==> src/ifgc_pkg.sv <==
package ifgc_pkg;

    // System clock and derived timing
    localparam int CLK_HZ     = 100_000_000;
    localparam int TICK_HZ    = 1_000;        // Gate time base, 1 kHz
    localparam int REF_MID_HZ = 100_000;      // Reference rate 100 kHz
    localparam int REF_HI_HZ  = 900_000;      // Reference rate 900 kHz
    localparam int TICK_DIV   = CLK_HZ / TICK_HZ;
    localparam int REF_MID_DIV = CLK_HZ / REF_MID_HZ;
    localparam int REF_HI_DIV  = CLK_HZ / REF_HI_HZ;  // Rounded down
    localparam int TICK_CNT_W = 17;
    localparam int REF_CNT_W  = 10;

    // Gate lengths in 1 ms ticks
    localparam logic [3:0] GATE_1MS = 4'h1;
    localparam logic [3:0] GATE_4MS = 4'h4;
    localparam logic [3:0] GATE_8MS = 4'h8;
    localparam logic [3:0] MS_ZERO  = 4'h0;
    localparam logic [3:0] MS_ONE   = 4'h1;

    // Count register
    localparam int          COUNT_W    = 16;
    localparam logic [6:0]  COUNT_ADDR = 7'h43;
    localparam logic [15:0] COUNT_MAX  = 16'hFFFF;
    localparam logic [15:0] COUNT_ZERO = 16'h0000;
    localparam logic [15:0] COUNT_ONE  = 16'h0001;

    // Gate time select codes
    typedef enum logic [1:0] {
        IFGC_GT_1MS  = 2'b00,
        IFGC_GT_4MS  = 2'b01,
        IFGC_GT_8MS  = 2'b10,
        IFGC_GT_OPEN = 2'b11
    } ifgc_gate_t;

    // Input pin select codes
    typedef enum logic [1:0] {
        IFGC_PIN_EXT  = 2'b00,
        IFGC_PIN_AM   = 2'b01,
        IFGC_PIN_FM   = 2'b10,
        IFGC_PIN_NONE = 2'b11
    } ifgc_pin_t;

    // External gate pin select codes
    localparam logic [1:0] EXT_SEL_A = 2'b01;
    localparam logic [1:0] EXT_SEL_B = 2'b10;

    typedef enum logic [2:0] {
        IFGC_IDLE     = 3'b000,
        IFGC_WAIT_TCK = 3'b001,
        IFGC_TIMED    = 3'b010,
        IFGC_OPEN     = 3'b011,
        IFGC_EXT_WAIT = 3'b100,
        IFGC_EXT_OPEN = 3'b101
    } ifgc_state_t;

    // Pin inputs: fm, am, gate a, gate b
    typedef struct packed {
        logic fm;
        logic am;
        logic gateA;
        logic gateB;
    } ifgc_pins_t;

    // Software control fields
    typedef struct packed {
        ifgc_gate_t gateTime;
        ifgc_pin_t  pinSel;
        logic [1:0] extSel;
    } ifgc_ctrl_t;

    typedef struct packed {
        ifgc_state_t            st;
        ifgc_pins_t             syncA;
        ifgc_pins_t             syncB;
        ifgc_pins_t             prev;
        logic                   fmHalf;
        logic [TICK_CNT_W-1:0]  tickCnt;
        logic [REF_CNT_W-1:0]   refCnt;
        logic [3:0]             msCnt;
        logic [COUNT_W-1:0]     count;
        logic [COUNT_W-1:0]     transferBuffer;
        logic                   gateOpenFlag;
        logic                   gateStatusFlag;
    } ifgc_regs_t;

endpackage

==> src/if_frequency_gate_counter.sv <==
// Functional notes
// - Timed gate opens on first 1 kHz tick after start, stays open selected time.
// - Open timed gate counts the selected pin in a 16-bit counter.
// - In IF mode the gate-open flag clears when the timed gate closes.
// - Gate status flag goes to one as soon as start is set.
// - Open-gate setting opens the gate at once without a start.
// - Counter clear still works while the open-gate setting is active.
// - Leaving the open-gate setting closes the gate.
// - Deselecting the pin in open-gate setting keeps gate open, stops counting.
// - External mode gate spans one gate-pin rising edge to the next.
// - External mode counts the selected 1, 100 or 900 kHz reference.
// - External mode status stays one until the closing gate edge.
// - Writing one to the clear flag zeroes the count.
// - Count saturates at all ones and holds until cleared.
// - FM input is halved before counting; AM input counts directly.
// - Count is read only by transfer into the data buffer at 43H.
// - IF counting increments on rising input edges.
`timescale 1ns/1ps
module if_frequency_gate_counter
    import ifgc_pkg::*;
#(
    parameter int TICK_DIV_P = TICK_DIV
)
(
    input  wire logic                ref_clk,
    input  wire logic                arst_n,
    input  wire ifgc_ctrl_t          ctrl,
    input  wire logic                countStartFlag,
    input  wire logic                countClearFlag,
    input  wire ifgc_pins_t          pins,
    input  wire logic                getStrobe,
    input  wire logic [6:0]          periphAddr,
    output logic [COUNT_W-1:0]       transferBuffer,
    output logic                     gateOpenFlag,
    output logic                     gateStatusFlag
);

    // Gate length for a timed setting; open maps to the longest
    function automatic logic [3:0] gateTarget(input ifgc_gate_t g);
        case (g)
            IFGC_GT_1MS: gateTarget = GATE_1MS;
            IFGC_GT_4MS: gateTarget = GATE_4MS;
            default:     gateTarget = GATE_8MS;
        endcase
    endfunction

    // True when the pin field selects the external gate counter
    function automatic logic isExt(input ifgc_pin_t p);
        isExt = (p == IFGC_PIN_EXT);
    endfunction

    logic       rstPipe1;
    logic       rstPipe2;
    logic       rst_n;
    ifgc_regs_t s;
    ifgc_regs_t next_s;
    ifgc_pins_t edges;
    logic       tickPulse;
    logic       refPulse;
    logic       refWrap;
    logic       gateEdge;
    logic       ifEdge;
    logic       countEv;
    logic [3:0] target;
    logic [REF_CNT_W-1:0] refLast;

    // Reset released through two flops; assertion is asynchronous
    always_ff @(posedge ref_clk or negedge arst_n)
    begin
        if (!arst_n)
        begin
            rstPipe1 <= 1'b0;
            rstPipe2 <= 1'b0;
        end
        else
        begin
            rstPipe1 <= 1'b1;
            rstPipe2 <= rstPipe1;
        end
    end
    assign rst_n = rstPipe2;

    always_comb
    begin
        next_s = s;
        // Two-stage sync; stage one feeds only stage two
        next_s.syncA = pins;
        next_s.syncB = s.syncA;
        next_s.prev  = s.syncB;
        edges = s.syncB & ~s.prev;

        // Free-running 1 kHz time base
        tickPulse = (s.tickCnt == TICK_CNT_W'(TICK_DIV_P - 1));
        next_s.tickCnt = tickPulse ? '0 : s.tickCnt + 1'b1;

        // Reference divider; 900 kHz is truncated to a whole period
        refLast = (ctrl.gateTime == IFGC_GT_8MS)
                ? REF_CNT_W'(REF_HI_DIV - 1)
                : REF_CNT_W'(REF_MID_DIV - 1);
        refWrap = (s.refCnt >= refLast);
        next_s.refCnt = refWrap ? '0 : s.refCnt + 1'b1;
        refPulse = (ctrl.gateTime == IFGC_GT_1MS) ? tickPulse : refWrap;

        // FM edges pass a divide-by-two stage
        if (edges.fm)
            next_s.fmHalf = ~s.fmHalf;
        case (ctrl.pinSel)
            IFGC_PIN_FM: ifEdge = edges.fm & s.fmHalf;
            IFGC_PIN_AM: ifEdge = edges.am;
            default:     ifEdge = 1'b0;
        endcase

        case (ctrl.extSel)
            EXT_SEL_A: gateEdge = edges.gateA;
            EXT_SEL_B: gateEdge = edges.gateB;
            default:   gateEdge = 1'b0;
        endcase

        target = gateTarget(ctrl.gateTime);

        // Gate sequencing; a start restarts from any state
        if (countStartFlag)
        begin
            next_s.gateStatusFlag = 1'b1;
            next_s.gateOpenFlag   = 1'b0;
            next_s.msCnt          = MS_ZERO;
            next_s.st = isExt(ctrl.pinSel) ? IFGC_EXT_WAIT : IFGC_WAIT_TCK;
        end
        else
        begin
            case (s.st)
                IFGC_IDLE:
                begin
                    if (ctrl.gateTime == IFGC_GT_OPEN && !isExt(ctrl.pinSel))
                    begin
                        next_s.st = IFGC_OPEN;
                        next_s.gateOpenFlag = 1'b1;
                    end
                end
                IFGC_WAIT_TCK:
                begin
                    if (tickPulse)
                    begin
                        next_s.st = IFGC_TIMED;
                        next_s.gateOpenFlag = 1'b1;
                    end
                end
                IFGC_TIMED:
                begin
                    // Started in open setting: closes after 8 ms here
                    if (tickPulse)
                    begin
                        if (s.msCnt + MS_ONE == target)
                        begin
                            next_s.st = IFGC_IDLE;
                            next_s.gateOpenFlag   = 1'b0;
                            next_s.gateStatusFlag = 1'b0;
                        end
                        else
                            next_s.msCnt = s.msCnt + MS_ONE;
                    end
                end
                IFGC_OPEN:
                begin
                    if (ctrl.gateTime != IFGC_GT_OPEN || isExt(ctrl.pinSel))
                    begin
                        next_s.st = IFGC_IDLE;
                        next_s.gateOpenFlag = 1'b0;
                    end
                end
                IFGC_EXT_WAIT:
                begin
                    if (gateEdge)
                        next_s.st = IFGC_EXT_OPEN;
                end
                IFGC_EXT_OPEN:
                begin
                    if (gateEdge)
                    begin
                        next_s.st = IFGC_IDLE;
                        next_s.gateStatusFlag = 1'b0;
                    end
                end
                default:
                begin
                    next_s.st = IFGC_IDLE;
                    next_s.gateOpenFlag   = 1'b0;
                    next_s.gateStatusFlag = 1'b0;
                end
            endcase
        end

        // Count events while the gate is open
        case (s.st)
            IFGC_TIMED,
            IFGC_OPEN:     countEv = ifEdge;
            IFGC_EXT_OPEN: countEv = refPulse;
            default:       countEv = 1'b0;
        endcase

        // Clear beats a coincident count so a cleared result reads zero
        if (countClearFlag)
            next_s.count = COUNT_ZERO;
        else if (countEv && s.count != COUNT_MAX)
            next_s.count = s.count + COUNT_ONE;

        // Only path to the count: transfer into the buffer
        if (getStrobe && periphAddr == COUNT_ADDR)
            next_s.transferBuffer = s.count;
    end

    always_ff @(posedge ref_clk or negedge rst_n)
    begin
        if (!rst_n)
        begin
            s <= '0;
        end
        else
        begin
            s <= next_s;
        end
    end

    // Outputs straight from state flops
    assign transferBuffer = s.transferBuffer;
    assign gateOpenFlag   = s.gateOpenFlag;
    assign gateStatusFlag = s.gateStatusFlag;
endmodule

==> config.mk <==
export PLATFORM = sky130hd
export DESIGN_NAME = if_frequency_gate_counter
export DESIGN_NICKNAME = d
export VERILOG_FILES = /design/src/ifgc_pkg.sv /design/src/if_frequency_gate_counter.sv
export SDC_FILE = /design/constraint.sdc
export NUM_CORES = 1
export LEC_CHECK = 0
export CORE_ASPECT_RATIO = 0.75
export CORE_MARGIN = 5
export CORE_UTILIZATION = 45
export CTS_CLUSTER_SIZE = 8
export DETAILED_ROUTE_END_ITERATION = 7
export DONT_BUFFER_PORTS = 1
export PLACE_DENSITY = 0.64
export SLEW_MARGIN = 20
export SYNTH_ARGS = -nofsm -noshare
export SYNTH_HDL_FRONTEND = slang
export SYNTH_SLANG_ARGS = --single-unit
==> constraint.sdc <==
create_clock -name ref_clk -period 4.1 [get_ports ref_clk]
set_input_delay 0.41 -clock ref_clk [delete_from_list [all_inputs] [get_ports ref_clk]]
set_output_delay 0.41 -clock ref_clk [all_outputs]
set_load 0.1 [all_outputs]
==> results of run 1 <==
cells in the mapped netlist (4+ instances only):
cell type / instances
or3_1: 9
xnor2_1: 18
ha_1: 11
clkbuf_1: 9
buf_4: 16
nor2b_1: 8
nand2_1: 25
or4_1: 4
nand4_1: 4
nand2b_1: 4
a21oi_1: 23
and3_1: 9
nor3b_1: 4
nand3_1: 27
o21ai_1: 8
inv_1: 13
mux2_2: 17
nor3_1: 5
a31oi_1: 4
nor2_1: 38
a211oi_1: 4
dfrtp_1: 83
o21ai_0: 6
xor2_1: 13
metrics by stage:
stage / util [%] / power (mW) / hold slack, ns
final: 48.97 / 1.958 / 0.09848
after global routing: 48.97 / 2.060 / 0.07949
after CTS: 48.74 / 1.982 / 0.08404
after detailed placement: 45.37 / 1.194 / 0.1145
after global placement: 45.37 / 1.184 / 0.1145
after floorplan: - / 1.150 / 0.1144
cells by family (layout without fill, tap and decap cells):
group / count (synthesis) / after routing / share of synthesized area (%)
fa+ha+maj: 11 / 11 / 3.347
buf+inv: 42 / 31 / 5.691
simple gates: 152 / 152 / 19.23
other cells: 1 / 1 / 0.09121
flops: 83 / 83 / 50.52
compound gates: 62 / 62 / 9.373
mux: 19 / 19 / 5.143
xor+xnor: 31 / 31 / 6.604
state kept, by name (all words and copies together), names as in the netlist:
signal,cells
s,55
transferBuffer,16
next_s,8
gateOpenFlag,1
gateStatusFlag,1
rstPipe1,1
rstPipe2,1
area by class of cell:
cell class | instances | area (µm²)
fill | 818 | 4578
sequential | 83 | 2081
multi-input combinational | 276 | 1800
clock buffer | 13 | 270.3
tap | 112 | 140.1
inverter | 13 | 48.80
timing repair buffer | 2 | 30.03
clock inverter | 3 | 22.52
metal layers:
| metal | part of all wire (%) | GRT usage [%] | routed length, µm | vias to the layer above |
|---|---|---|---|---|
| li1 | - | - | - | 1355 |
| met1 | 53 | 20.84 | 3845 | 1302 |
| met2 | 40 | 19.67 | 2923 | 48 |
| met3 | 5.9 | 5.495 | 430 | 11 |
| met4 | 1.6 | 5.472 | 116 | 0 |
| met5 | 0 | 0 | 0 | - |
power by group through the flow:
| stage | Clock (mW) | Sequential [mW] | Combinational (mW) |
|---|---|---|---|
| after CTS | 0.800 | 0.991 | 0.192 |
| after global placement | 0 | 1.00 | 0.181 |
| after detailed placement | 0 | 1.01 | 0.189 |
| after global routing | 0.831 | 0.997 | 0.233 |
| after floorplan | 0 | 0.973 | 0.177 |
| final | 0.777 | 0.983 | 0.199 |
critical path, cell delays in order, from the launching register on:
cell and delay (ns):
dfrtp_1 0.38, ha_1 0.22, and4_1 0.29, nand4_1 0.18, nor4_1 0.28, a211oi_1 0.14
a21o_1 0.43, or4_1 0.55, a21oi_1 0.15
worst max-delay path by stage:
stage | depth (start not counted) | slack [ns] | endpoint | from
after global routing | 7 | 1.12 | s[31] | s[59]
after global placement | 8 | 1.41 | s[19] | ctrl[4]
after CTS | 8 | 1.41 | s[33] | s[48]
after floorplan | 0 | 1.62 | gateOpenFlag | rstPipe2
after detailed placement | 8 | 1.28 | s[19] | ctrl[4]
final | 8 | 1.41 | s[33] | s[48]
==> flow_metrics.py, run 1 <==
metrics = {
    "power": {
        "p_sw_mw": 0.5208,
        "powerDensity_nw_per_um2": 445.8,
        "swShare_pct": 26.59,
        "p_seq_share_pct": 50.2,
        "clock_power_share_pct": 39.7,
        "peakVddDrop_uv": 209.4,
        "pwr-share-comb_pct": 10.1,
        "internal-power_mw": 1.438,
        "p_leak_nw": 1.946,
    },
    "placed_design": {
        "place_hpwl_mm": 5.048,
        "gp_congestion": 0.8252,
        "dp.cells": 484,
        "placed_area_um2": 4070,
        "portBuffers": 0,
        "dp_worst_setup_slack_ns": 1.276,
    },
    "route": {
        "drtAntennaViolNets": 0,
        "drtIter0Drc": 143,
        "drcViolationCount": 0,
        "drt-total-wl_mm": 7.315,
        "via_per_inst": 5.410,
        "wl_per_cell_um": 14.57,
        "vias": 2716,
        "firstDrtPassIters": 4,
    },
    "cts": {
        "cts_buffer_depth": 2,
        "cts_buffers": 9,
        "post-cts-setup-buffers": 0,
        "hold_buffers": 1,
        "cts_sinks": 83,
        "cts_htree_levels": 3,
        "cts_resized": 0,
        "cts-root-buf": "clkbuf_16",
        "worstSkewPairLatency_ns": 0.34,
        "cts_tree": "yes",
        "clk_transition_reported_paths_ns": 0.06,
    },
    "critical_path": {
        "cp.required_ns": 4.36,
        "crit_arrival_ns": 2.95,
        "r2r_start": "s[48]",
        "regToRegSetupSlack_ns": 1.41,
        "rr_worst_depth": 8,
        "end_kind": "flip-flop",
        "r2r_end": "s[33]",
        "cp-start-kind": "flip-flop",
        "worst-setup-path-type": "flip-flop to flip-flop",
        "path_max_fanout": 23,
    },
    "sta": {
        "period_minus_slack_ns": 2.688,
        "rsz0062_at_grt": "false",
        "maxSlewViolCount": 0,
        "tns_ns": 0,
        "timing.slew.headroom_pct": 38.75,
        "finalCritPeriodShare_pct": 65.56,
        "finalHoldViolations": 0,
        "setup_viol_count_final": 0,
        "fin_skew_ns": 0.006513,
        "worst_pin_slew_ns": 0.9188,
        "fmax_ghz": 0.3720,
        "fin_ws_ns": 1.412,
    },
    "layout": {
        "fin_cells": 502,
        "final_common_cell": "dfrtp_1",
        "layout_common_cells": "82 x dfrtp_1, 38 x nor2_1, 27 x nand3_1",
        "n_antenna_cell": 0,
        "design_area_um2": 4393,
        "nNetsFinal": 418,
        "drive_gt1_share_pct": 9.487,
        "area_growth_syn_to_layout_pct": 6.847,
    },
    "synth": {
        "syn-instance-count": 401,
        "avgSynthCellArea_um2": 10.25,
        "ys.flop_type": "dfrtp_1",
        "synthArstFlopShare_pct": 100.0,
        "syn_area_um2": 4111,
        "synth-seq-cells": 83,
        "synth_edf_count": 0,
        "yosysTopAreaCell": "dfrtp_1",
        "synthDistinctLibCells": 51,
        "synth_top_area_share_pct": 50.52,
        "yosysSeqAreaShare_pct": 50.52,
        "synth_fp_nets": 434,
        "yosys-top-cells-area": "dfrtp_1 51%, mux2_2 4.7%, xnor2_1 3.8%",
        "ys_warn_count": 0,
    },
    "global_route": {
        "antenna_found_initial": 0,
        "grt_pass1_wl_mm": 12.88,
        "grt_max_degree": 82,
        "grtUsageTotal_pct": 14.49,
        "overflow": 0,
        "grt_pass1_vias": 2695,
    },
    "floorplanning": {
        "initial_core_util_pct": 45.83,
        "rows": 30,
        "die_w_um": 120.4,
        "die-area_um2": 11170,
        "core_um2": 8971,
        "io_pins": 40,
        "die_h_um": 92.78,
    },
    "min_path": {
        "holdPathStages": 0,
        "hold_path_class": "input pin to flip-flop",
        "whs_endpoint": "next_s[72]",
        "hp-start": "pins[2]",
    },
    "job": {
        "maxCapViolCount": 0,
    },
    "status": {
        "status": "completed",
    },
}
No activity file was read; power rests on OpenSTA's default activity.
==> inputs of run 2 (changes only) <==
--- a/config.mk
+++ b/config.mk
@@ -11,7 +11,7 @@
 export CTS_CLUSTER_SIZE = 8
 export DETAILED_ROUTE_END_ITERATION = 7
 export DONT_BUFFER_PORTS = 1
-export PLACE_DENSITY = 0.64
+export PLACE_DENSITY = 0.66
 export SLEW_MARGIN = 20
 export SYNTH_ARGS = -nofsm -noshare
 export SYNTH_HDL_FRONTEND = slang
==> constraint.sdc (replaced) <==
create_clock -name ref_clk -period 2.3 [get_ports ref_clk]
set_input_delay 0.23 -clock ref_clk [delete_from_list [all_inputs] [get_ports ref_clk]]
set_output_delay 0.23 -clock ref_clk [all_outputs]
set_load 0.1 [all_outputs]
==> flow_metrics.py, run 2 (same netlist as run 1, synthesis figures left out) <==
metrics = {
    "global_route": {
        "gr-usage-met1_pct": 22.53,
        "grtUsageTotal_pct": 15.82,
        "antenna_found_initial": 0,
        "grt_pass1_wl_mm": 14.12,
        "met3_usage_pct": 5.983,
        "grt_pass1_vias": 2872,
        "met2_usage_pct": 22.13,
        "busiest_layer": "met1",
        "grt_max_degree": 63,
        "overflow": 0,
    },
    "power": {
        "peakVddDrop_uv": 631.1,
        "powerDensity_nw_per_um2": 722.5,
        "p_total_mw": 3.580,
        "p_leak_nw": 2.229,
    },
    "layout": {
        "largest_register_ffs": 55,
        "final_common_cell": "dfrtp_1",
        "nNetsFinal": 472,
        "area_growth_syn_to_layout_pct": 20.51,
        "fin_cells": 556,
        "drive_gt1_share_pct": 24.55,
        "n_antenna_cell": 0,
        "layout_common_cells": "82 x dfrtp_1, 46 x buf_4, 38 x nor2_1",
        "largest-register": "s",
        "fillers": 742,
    },
    "route": {
        "firstDrtPassIters": 4,
        "drcViolationCount": 0,
        "vias": 2992,
        "wl_per_cell_um": 15.15,
        "via_per_inst": 5.381,
        "drt-total-wl_mm": 8.421,
        "drtAntennaViolNets": 0,
        "drtIter0Drc": 153,
    },
    "sta": {
        "timing.slew.headroom_pct": 36.43,
        "fin_hold_ws_ns": -0.05818,
        "fmax_ghz": 0.4186,
        "worst_pin_slew_ns": 0.9536,
        "rsz0062_at_grt": "true",
        "setup_viol_count_final": 11,
        "finalHoldViolations": 15,
        "maxSlewViolCount": 0,
        "period_minus_slack_ns": 2.389,
        "finalCritPeriodShare_pct": 103.9,
        "fin_ws_ns": -0.08911,
        "fin_skew_ns": 0.01001,
    },
    "critical_path": {
        "worst-setup-path-type": "flip-flop to flip-flop",
        "cp-start-kind": "flip-flop",
        "path_max_fanout": 7,
        "crit_chain": "nor4bb_2, nand4_1, nor4_2, a211oi_2, a21o_2, buf_12, or3_1, a21oi_2",
        "cp.required_ns": 2.57,
        "critPathSlowestCell": "dfrtp_1",
        "crit_family": "simple AND/OR/NAND/NOR gates",
        "crit_buf_inv": 1,
        "crit_arrival_ns": 2.66,
        "end_kind": "flip-flop",
        "max_stage_delay_ns": 0.39,
    },
    "cts": {
        "cts_htree_levels": 3,
        "cts_buffers": 9,
        "hold_buffers": 7,
        "worstSkewPairLatency_ns": 0.34,
        "cts-root-buf": "clkbuf_16",
        "cts_tree": "yes",
        "clk_transition_reported_paths_ns": 0.06,
        "cts_sinks": 83,
        "cts_buffer_depth": 2,
    },
    "floorplanning": {
        "io_pins": 40,
        "initial_core_util_pct": 45.83,
        "rows": 30,
        "die_w_um": 120.4,
        "core_um2": 8971,
        "die_h_um": 92.78,
        "die-area_um2": 11170,
    },
    "status": {
        "violations": "negative hold slack, negative setup slack",
        "status": "finished, violations left",
    },
    "job": {
        "maxCapViolCount": 0,
    },
    "placed_design": {
        "dp.cells": 525,
        "gp_congestion": 0.8029,
        "place_hpwl_mm": 5.703,
        "portBuffers": 0,
    },
    "min_path": {
        "hold_path_class": "input pin to flip-flop",
    },
}
[run 2: where the power goes]
part / internal, mW / switching [mW] / total, mW / leakage (nW)
logic: 0.212 / 0.258 / 0.470 / 0.999
clock network: 0.842 / 0.566 / 1.41 / 0.137
registers: 1.57 / 0.127 / 1.70 / 1.09
[run 2: repair_timing]
item                                   in CTS  in global routing
setup buffers                               1                  6
resized for setup                           5                 23
cloned                                      0                  1
endpoints found under the hold margin      26                 15
pin swaps                                   1                 24
setup endpoints to repair                  12                 14
[run 2: through the flow]
stage / TNS, ns / instance area, µm² / setup WS (ns) / util (%) / hold WS (ns)
5_1_grt: -2.224 / 4955 / -0.2282 / 55.23 / -0.07267
2_1_floorplan: 0 / 4115 / 0.0004212 / - / -0.06559
3_5_place_dp: -1.323 / 4393 / -0.1375 / 48.97 / -0.06553
4_1_cts: -0.1228 / 4788 / -0.01949 / 53.38 / -0.06063
6_report: -0.5943 / 4955 / -0.08911 / 55.23 / -0.05818
3_3_place_gp: -0.009990 / 4393 / -0.009990 / 48.97 / -0.06552
[run 2: layout make-up]
type                    count  area [µm²]  share of cell area [%]
flip-flops and latches     83        2081                   42.00
repair buffers             56       471.7                   9.520
clock inverters             4       51.30                   1.035
well taps                 112       140.1                   2.828
inverters                  13       48.80                  0.9848
multi-input cells         276        1926                   38.86
clock buffers              12       236.5                   4.773
[run 2: final timing paths]
path	slack (ns)	endpoint	cells after the start	start
max	-0.09	s[23]	8	s[56]
min reg2reg	0.35	next_s[68]	0	next_s[72]
max in group asynchronous	1.21	s[36]	1	rstPipe2
min	-0.06	s[29]	1	countClearFlag
max reg2reg	-0.09	s[23]	8	s[56]
min in group asynchronous	0.12	rstPipe2	1	arst_n
[run 2: metal layers]
| layer | up-vias | wire length [µm] |
|---|---|---|
| met1 | 1458 | 4158 |
| li1 | 1465 | - |
| met4 | 0 | 121 |
| met2 | 58 | 3594 |
| met5 | - | 0 |
| met3 | 11 | 546 |
